### src/prioritizer_pkg.sv
// Package of constants, source table and register map for the interrupt prioritizer
package prioritizer_pkg;

   localparam int NUM_SRC    = 36;
   localparam int NUM_PRI    = 5;
   localparam int NUM_FIELD  = 20;
   localparam int SRC_W      = 6;
   localparam int FIELD_W    = 5;
   localparam int LVL_W      = 5;
   localparam int CODE_W     = 12;

   // Levels
   localparam logic [LVL_W-1:0]  LVL_NONE   = 5'h00;
   localparam logic [LVL_W-1:0]  LVL_DEBUG  = 5'h0F;
   localparam logic [LVL_W-1:0]  LVL_NMI    = 5'h10;
   localparam logic [3:0]        PRI_RESET  = 4'h0;

   // Event codes
   localparam logic [CODE_W-1:0] CODE_NMI   = 12'h1C0;
   localparam logic [CODE_W-1:0] CODE_LBASE = 12'h200;
   localparam logic [CODE_W-1:0] CODE_LSTEP = 12'h020;
   localparam logic [CODE_W-1:0] CODE_NONE  = 12'h000;

   // Source order is the default order, index 0 ranks highest
   localparam int SRC_DEBUG  = 0;
   localparam int SRC_WAKE_LO = 22;
   localparam int SRC_WAKE_HI = 28;

   localparam logic [CODE_W-1:0] FIXED_CODE [NUM_SRC] = '{
      12'h5E0,
      12'h600, 12'h620, 12'h640, 12'h660, 12'h680, 12'h6A0,
      12'h700, 12'h720,
      12'h800, 12'h820, 12'h840, 12'h860,
      12'h880, 12'h8A0, 12'h8C0, 12'h8E0,
      12'h900, 12'h920, 12'h940, 12'h960,
      12'h980,
      12'h400, 12'h420, 12'h440, 12'h460,
      12'h480, 12'h4A0, 12'h4C0,
      12'h4E0, 12'h500, 12'h520, 12'h540,
      12'h560,
      12'h580, 12'h5A0
   };

   // Field number = register index * 4 + nibble, nibble 0 being bits 3-0
   localparam logic [FIELD_W-1:0] SRC_FIELD [NUM_SRC] = '{
      5'h00,
      5'h08, 5'h09, 5'h0A, 5'h0B, 5'h0C, 5'h0D,
      5'h0F, 5'h0E,
      5'h13, 5'h13, 5'h13, 5'h13,
      5'h12, 5'h12, 5'h12, 5'h12,
      5'h11, 5'h11, 5'h11, 5'h11,
      5'h10,
      5'h03, 5'h02, 5'h01, 5'h01,
      5'h00, 5'h00, 5'h00,
      5'h05, 5'h05, 5'h05, 5'h05,
      5'h07,
      5'h06, 5'h06
   };

   // Sources whose primary code follows the level (bit i = source i)
   localparam logic [NUM_SRC-1:0] LEVEL_CODED = 36'h0003FFFFE;

   // Register map, byte addresses
   localparam logic [7:0] ADDR_PRI_A      = 8'h00;
   localparam logic [7:0] ADDR_PRI_E      = 8'h10;
   localparam logic [7:0] ADDR_EVENT      = 8'h14;
   localparam logic [7:0] ADDR_EVENT_FIX  = 8'h18;
   localparam logic [7:0] ADDR_INT_STAT   = 8'h1C;
   localparam logic [7:0] ADDR_INT_EN     = 8'h20;
   localparam logic [7:0] ADDR_INT_CLR    = 8'h24;
   localparam logic [7:0] ADDR_CTRL       = 8'h28;

   // Writable bits of each priority register; register B bits 3-0 reserved
   localparam logic [15:0] PRI_WMASK [NUM_PRI] = '{
      16'hFFFF, 16'hFFF0, 16'hFFFF, 16'hFFFF, 16'hFFFF
   };

   // Status, enable, clear and control layout
   localparam int EV_W        = 2;
   localparam int EV_ACCEPT   = 0;
   localparam int EV_WAKE     = 1;
   localparam int CTRL_OSC32K = 0;

endpackage : prioritizer_pkg

### src/peripheral_interrupt_prioritizer.sv
// Peripheral interrupt prioritizer: priority registers, arbitration, event codes, APB slave
module peripheral_interrupt_prioritizer #(
   parameter int ADDR_W = 8
) (
   input  wire logic                                  clock_i,
   input  wire logic                                  rst_i,
   // APB slave
   input  wire logic                                  psel_i,
   input  wire logic                                  penable_i,
   input  wire logic                                  pwrite_i,
   input  wire logic [ADDR_W-1:0]                     paddr_i,
   input  wire logic [31:0]                           pwdata_i,
   output logic      [31:0]                           prdata_o,
   output logic                                       pready_o,
   output logic                                       pslverr_o,
   // Requests from peripherals and pin detectors, same clock
   input  wire logic [prioritizer_pkg::NUM_SRC-1:0]   src_req_i,
   input  wire logic                                  nmi_req_i,
   // CPU core side
   input  wire logic [3:0]                            cpu_mask_level_i,
   input  wire logic                                  cpu_standby_i,
   input  wire logic                                  cpu_accept_i,
   output logic                                       cpu_irq_req_o,
   output logic      [prioritizer_pkg::LVL_W-1:0]     cpu_irq_level_o,
   output logic                                       standby_wake_o,
   output logic                                       irq_o
);

   localparam int NS = prioritizer_pkg::NUM_SRC;
   localparam int LW = prioritizer_pkg::LVL_W;
   localparam int CW = prioritizer_pkg::CODE_W;
   localparam int EW = prioritizer_pkg::EV_W;

   // Refused at elaboration: the map reaches 0x28 and needs six address bits
   if (ADDR_W < 6) begin : g_addr_chk
      $error("ADDR_W too small for the register map");
   end

   // Primary code of a level-coded source
   function automatic logic [CW-1:0] level_code(input logic [3:0] lvl);
      logic [3:0] inv;
      inv = 4'hF - lvl;
      return prioritizer_pkg::CODE_LBASE + CW'(inv) * prioritizer_pkg::CODE_LSTEP;
   endfunction

   // Priority field lookup
   function automatic logic [3:0] field_of(input logic [15:0] pri [prioritizer_pkg::NUM_PRI],
                                           input logic [prioritizer_pkg::FIELD_W-1:0] f);
      logic [2:0] r;
      logic [1:0] n;
      r = 3'(f >> 2);
      n = f[1:0];
      return pri[r][n*4 +: 4];
   endfunction

   logic [15:0]  pri_reg          [prioritizer_pkg::NUM_PRI];
   logic [CW-1:0] event_code_reg;
   logic [CW-1:0] event_code_fixed_reg;
   logic [EW-1:0] int_stat_reg;
   logic [EW-1:0] int_en_reg;
   logic          osc32k_reg;
   logic [31:0]   prdata_reg;
   logic          req_reg;
   logic [LW-1:0] lvl_reg;
   logic [CW-1:0] win_code_reg;
   logic [CW-1:0] win_fixed_reg;
   logic          wake_reg;

   // APB decode
   wire              setup_ph  = psel_i & ~penable_i;
   wire              wr_acc    = psel_i & penable_i & pwrite_i;
   wire [7:0]        addr8     = 8'(paddr_i);
   wire              word_ok   = (paddr_i[1:0] == 2'b00) && (paddr_i >> 8 == '0);
   wire              hit_pri   = word_ok && addr8 <= prioritizer_pkg::ADDR_PRI_E;
   wire [2:0]        pri_idx   = 3'(addr8 >> 2);
   wire              hit_ev    = word_ok && addr8 == prioritizer_pkg::ADDR_EVENT;
   wire              hit_evf   = word_ok && addr8 == prioritizer_pkg::ADDR_EVENT_FIX;
   wire              hit_stat  = word_ok && addr8 == prioritizer_pkg::ADDR_INT_STAT;
   wire              hit_en    = word_ok && addr8 == prioritizer_pkg::ADDR_INT_EN;
   wire              hit_clr   = word_ok && addr8 == prioritizer_pkg::ADDR_INT_CLR;
   wire              hit_ctrl  = word_ok && addr8 == prioritizer_pkg::ADDR_CTRL;
   wire              mapped    = hit_pri | hit_ev | hit_evf | hit_stat | hit_en | hit_clr
                                 | hit_ctrl;
   // Read-only registers refuse writes; clear register is write-only
   wire              bad_wr    = pwrite_i & (hit_ev | hit_evf | hit_stat);
   wire              bad_rd    = ~pwrite_i & hit_clr;
   wire              err       = ~mapped | bad_wr | bad_rd;
   wire              wr_ok     = wr_acc & ~err;

   logic [31:0] rd_mux;
   always_comb begin
      rd_mux = 32'h0000_0000;
      if (hit_pri) begin
         rd_mux = {16'h0000, pri_reg[pri_idx]};
      end else if (hit_ev) begin
         rd_mux = 32'(event_code_reg);
      end else if (hit_evf) begin
         rd_mux = 32'(event_code_fixed_reg);
      end else if (hit_stat) begin
         rd_mux = 32'(int_stat_reg);
      end else if (hit_en) begin
         rd_mux = 32'(int_en_reg);
      end else if (hit_ctrl) begin
         rd_mux = 32'(osc32k_reg);
      end
   end

   assign pready_o  = psel_i & penable_i;
   assign pslverr_o = psel_i & penable_i & err;
   assign prdata_o  = prdata_reg;

   // Level of each source
   logic [LW-1:0] src_lvl [NS];
   always_comb begin
      for (int i = 0; i < NS; i++) begin
         src_lvl[i] = LW'(field_of(pri_reg, prioritizer_pkg::SRC_FIELD[i]));
      end
      src_lvl[prioritizer_pkg::SRC_DEBUG] = prioritizer_pkg::LVL_DEBUG;
   end

   // Arbitration: strict compare keeps the earliest source on a tie
   logic [LW-1:0]  best_lvl;
   logic [5:0]     best_idx;
   logic [CW-1:0]  best_code;
   logic [CW-1:0]  best_fixed;
   logic           wake_any;
   always_comb begin
      best_lvl   = prioritizer_pkg::LVL_NONE;
      best_idx   = 6'h00;
      wake_any   = 1'b0;
      for (int i = 0; i < NS; i++) begin
         if (src_req_i[i] && src_lvl[i] > best_lvl) begin
            best_lvl = src_lvl[i];
            best_idx = 6'(i);
         end
         if (i >= prioritizer_pkg::SRC_WAKE_LO && i <= prioritizer_pkg::SRC_WAKE_HI
             && src_req_i[i] && src_lvl[i] > LW'(cpu_mask_level_i)) begin
            wake_any = 1'b1;
         end
      end
      best_fixed = prioritizer_pkg::FIXED_CODE[best_idx];
      best_code  = prioritizer_pkg::LEVEL_CODED[best_idx]
                   ? level_code(best_lvl[3:0]) : best_fixed;
      if (nmi_req_i) begin
         best_lvl   = prioritizer_pkg::LVL_NMI;
         best_code  = prioritizer_pkg::CODE_NMI;
         best_fixed = prioritizer_pkg::CODE_NMI;
      end
   end

   // Level 0 never wins, so best_lvl above the mask implies a real request
   wire req_now  = best_lvl > LW'(cpu_mask_level_i);
   wire wake_now = wake_any & osc32k_reg & cpu_standby_i;
   wire accept   = cpu_accept_i & req_reg;

   wire [EW-1:0] ev_set = {wake_now & ~wake_reg, accept};
   wire [EW-1:0] ev_clr = (wr_ok && hit_clr) ? pwdata_i[EW-1:0] : '0;

   always_ff @(posedge clock_i) begin
      if (rst_i) begin
         for (int r = 0; r < prioritizer_pkg::NUM_PRI; r++) begin
            pri_reg[r] <= {4{prioritizer_pkg::PRI_RESET}};
         end
      end else if (wr_ok && hit_pri) begin
         pri_reg[pri_idx] <= pwdata_i[15:0] & prioritizer_pkg::PRI_WMASK[pri_idx];
      end
   end

   always_ff @(posedge clock_i) begin
      if (rst_i) begin
         req_reg       <= 1'b0;
         lvl_reg       <= prioritizer_pkg::LVL_NONE;
         win_code_reg  <= prioritizer_pkg::CODE_NONE;
         win_fixed_reg <= prioritizer_pkg::CODE_NONE;
         wake_reg      <= 1'b0;
      end else begin
         req_reg       <= req_now;
         lvl_reg       <= req_now ? best_lvl : prioritizer_pkg::LVL_NONE;
         win_code_reg  <= best_code;
         win_fixed_reg <= best_fixed;
         wake_reg      <= wake_now;
      end
   end

   // Only the codes are loaded; the CPU keeps its own mask bits untouched
   always_ff @(posedge clock_i) begin
      if (rst_i) begin
         event_code_reg       <= prioritizer_pkg::CODE_NONE;
         event_code_fixed_reg <= prioritizer_pkg::CODE_NONE;
      end else if (accept) begin
         event_code_reg       <= win_code_reg;
         event_code_fixed_reg <= win_fixed_reg;
      end
   end

   // Set wins over a clear in the same cycle
   always_ff @(posedge clock_i) begin
      if (rst_i) begin
         int_stat_reg <= '0;
         int_en_reg   <= '0;
         osc32k_reg   <= 1'b0;
      end else begin
         int_stat_reg <= (int_stat_reg & ~ev_clr) | ev_set;
         if (wr_ok && hit_en) begin
            int_en_reg <= pwdata_i[EW-1:0];
         end
         if (wr_ok && hit_ctrl) begin
            osc32k_reg <= pwdata_i[prioritizer_pkg::CTRL_OSC32K];
         end
      end
   end

   // Read data captured in the setup cycle so it comes from a flip-flop
   always_ff @(posedge clock_i) begin
      if (rst_i) begin
         prdata_reg <= 32'h0000_0000;
      end else if (setup_ph && !pwrite_i) begin
         prdata_reg <= rd_mux;
      end
   end

   assign cpu_irq_req_o   = req_reg;
   assign cpu_irq_level_o = lvl_reg;
   assign standby_wake_o  = wake_reg;
   assign irq_o           = |(int_stat_reg & int_en_reg);

endmodule // peripheral_interrupt_prioritizer

### config.mk
export PLATFORM = sky130hd
export DESIGN_NAME = peripheral_interrupt_prioritizer
export DESIGN_NICKNAME = d
export VERILOG_FILES = /design/src/prioritizer_pkg.sv /design/src/peripheral_interrupt_prioritizer.sv
export SDC_FILE = /design/constraint.sdc
export NUM_CORES = 1
export LEC_CHECK = 0
export BUFFER_PORTS_ARGS = -buffer_cell sky130_fd_sc_hd__buf_4
export CORE_MARGIN = 2
export CORE_UTILIZATION = 30
export DETAILED_ROUTE_END_ITERATION = 6
export GPL_TIMING_DRIVEN = 0
export RECOVER_POWER = 25
export SLEW_MARGIN = 0
export SYNTH_ARGS = -nofsm -noshare
export SYNTH_HDL_FRONTEND = slang
export SYNTH_SLANG_ARGS = --single-unit
### constraint.sdc
create_clock -name clock_i -period 107.2 [get_ports clock_i]
set_clock_uncertainty 0.05 [all_clocks]
set_input_delay 5.36 -clock clock_i [delete_from_list [all_inputs] [get_ports clock_i]]
set_output_delay 5.36 -clock clock_i [all_outputs]
set_load 0.02 [all_outputs]
==> flow_metrics.py <==
metrics = {
    "run_status": {
        "status": "complete, no violations",
    },
    "setup_path": {
        "cp_data_required_time_ns": 107.46,
        "cp_slowest_stage_delay_ns": 0.76,
        "cpLargestDelayFamily": "compound AO/OA/AOI/OAI gates",
        "r2r-start": "pri_reg[35]$_SDFFE_PP0P_",
        "worst-r2r-setup-slack_ns": 49.30,
        "crit_type": "primary input to flip-flop",
        "arrival_ns": 62.91,
        "cp-startpoint": "src_req_i[0]",
        "worstSetupEndpointType": "flip-flop",
        "path_buf_inv": 29,
        "crit_fanout": 10,
        "r2r_end": "cpu_irq_level_o[3]$_SDFF_PP0_",
        "cp_slowest_cell": "nor3b_1",
        "worstRegToRegCells": 252,
        "crit_path_frequent_cell": "ha_1",
        "crit_path_start_kind": "primary input",
    },
    "clocking": {
        "post-cts-setup-buffers": 0,
        "h-tree-depth": 4,
        "hold_buffers": 0,
        "clock_path_buffers": 2,
        "cts_sinks": 136,
        "cts_buffers": 17,
        "clk_pin_slew_ns": 0.06,
        "cts_tree": "done",
        "postCtsResizedCells": 0,
        "clock_latency_ns": 0.42,
        "cts_root_buffer": "clkbuf_16",
    },
    "detailed_routing": {
        "firstDrtPassIters": 7,
        "wl_per_cell_um": 18.7,
        "vias": 13379,
        "drt_iter0_markers": 1131,
        "drc": 0,
        "wl_um": 45300,
        "via_per_inst": 5.52,
        "postRouteAntennaNets": 0,
    },
    "yosys": {
        "synth_most_common_cell": "nand2_1",
        "synth_area_sq_um": 13100,
        "synth.top_cells.by_count": "nand2_1, nor2_1, a21oi_1",
        "synth_ff_type": "dfxtp_1",
        "ys_seq_elements": 136,
        "yosysTopAreaCell": "dfxtp_1",
        "synthCells": 1699,
        "yosysWarnings": 0,
        "post_synth.cell_area_avg_sq_um": 7.70,
        "synth_top_area_frac": 0.208,
        "ys_types": 108,
        "synth-seq-area-share": 0.208,
        "synth_async_sr_flop_share": 0,
        "synthTopCellsByArea": "dfxtp_1, ha_1, nand2_1",
        "synth_edf_count": 0,
    },
    "floorplan": {
        "die_y_um": 213,
        "ios": 130,
        "core_area_sq_um": 43100,
        "row_count": 76,
        "fp.dieArea_sq_um": 45300,
        "start_util": 0.304,
        "die_w_um": 213,
    },
    "sta": {
        "slew_headroom": 0.323,
        "worst_pin_slew_ns": 1.01,
        "drv_slew": 0,
        "post-route-period-util": 0.584,
        "setup_viol": 0,
        "rsz0062_at_grt": "false",
        "hold_ws_ns": 0.383,
        "final-hold-violation-count": 0,
        "setup_tns_ns": 0,
        "period_needed_ns": 62.65,
        "fmax_mhz": 16.0,
    },
    "final_layout": {
        "drive_above_1_share": 0.125,
        "design_area_sq_um": 15100,
        "seqCellArea_sq_um": 2720,
        "fill_cells": 4523,
        "areaGrowthSynthToFinish_pct": 15.7,
        "largest_reg_flops": 80,
        "fin_nets": 2048,
        "num_antenna_cells": 0,
        "fin_cells": 2425,
        "multiInputGateArea_sq_um": 9600,
    },
    "grt": {
        "grt_start_max_net_pins": 17,
        "grt_pass1_vias": 12724,
        "grt_pass1_wl_um": 69700,
        "grt_antenna_before_repair": 0,
        "overflow": 0,
        "grt.total_usage": 0.198,
    },
    "flow_run": {
        "max_cap_violations": 0,
    },
    "hold_path": {
        "hold_end": "event_code_reg[11]$_SDFFE_PP0P_",
        "holdCritPathClass": "flip-flop to flip-flop",
        "worstHoldStart": "win_code_reg[11]$_SDFF_PP0_",
        "hold_path_depth": 2,
    },
    "placement": {
        "post_dp_cell_area_sq_um": 14600,
        "gp_congestion": 0.963,
        "dp_hpwl_um": 37200,
        "placedCellCount": 2393,
        "portBuffers": 93,
    },
}
## placed cells by master, fill, tap and decap left out, drive strengths merged, types with 8 or more instances in the layout
cell	synthesis	layout
and3	10	10
nand2b	12	12
clkbuf	55	96
o21ai	94	94
nor2	158	158
ha	133	133
and2	27	27
o31ai	16	16
inv	120	121
a2111oi	10	10
mux2	42	42
mux4	16	16
a21oi	153	153
conb	1	17
a21o	12	12
or3	8	8
nor2b	36	36
o21a	26	26
o22ai	11	11
a22oi	9	9
dfxtp	136	136
a211oi	23	23
o211ai	24	24
buf	26	95
o211a	10	10
nand2	232	232
nand4	27	27
a31oi	11	11
or2	12	12
nor3	28	28
mux2i	70	70
o2111ai	8	8
xnor2	12	12
nand3	27	27
## layout make-up
type	instances	area share
clock buffer	17	0.0281
sequential	136	0.180
multi-input combinational	1378	0.634
timing repair buffer	93	0.0401
clock inverter	15	0.0150
buffer	81	0.0254
tap	585	0.0483
inverter	120	0.0297
## kinds of logic after synthesis
family	synth area share
flip-flops	0.208
XOR/XNOR	0.00870
AO/OA/AOI/OAI	0.263
other	0.000287
buffers and inverters	0.0638
multiplexers	0.117
adder cells (fa/ha/maj)	0.129
AND/OR/NAND/NOR	0.210
## per-stage QoR
step	utilization	worst slack, ns
final	0.352	44.55
after global routing	0.352	39.98
after detailed placement	0.339	44.72
after floorplan	-	52.61
after global placement	0.338	45.50
after CTS	0.354	44.99
## worst reg2reg max path: cells and delay by family (launching register included)
kind,cells,cell delay [ns]
adder cells (fa/ha/maj),36,10.31
AO/OA/AOI/OAI,92,22.00
flip-flops,1,0.44
multiplexers,23,7.59
AND/OR/NAND/NOR,74,14.10
buffers and inverters,27,3.27
## how the worst max path moves through the flow
| stage | cells after the start | slack [ns] | endpoint |
|---|---|---|---|
| finish | 254 | 44.55 | cpu_irq_level_o[3]$_SDFF_PP0_ |
| global route | 256 | 39.98 | cpu_irq_level_o[3]$_SDFF_PP0_ |
| CTS | 254 | 44.99 | cpu_irq_level_o[3]$_SDFF_PP0_ |
| detailed placement | 254 | 44.72 | cpu_irq_level_o[3]$_SDFF_PP0_ |
| global placement | 250 | 45.50 | cpu_irq_level_o[3]$_SDFF_PP0_ |
| floorplan | 248 | 52.61 | cpu_irq_level_o[3]$_SDFF_PP0_ |
## layer usage
layer | up-vias | GRT usage | part of all wire
met3 | 98 | 0.0228 | 0.061
met5 | - | 0 | 0
met2 | 494 | 0.324 | 0.45
met1 | 6341 | 0.267 | 0.45
li1 | 6446 | - | -
met4 | 0 | 0.0762 | 0.035
Power is left out: the tool's default activity adds up to more than one toggle a clock period on the data nets, which glitch-free logic cannot reach.
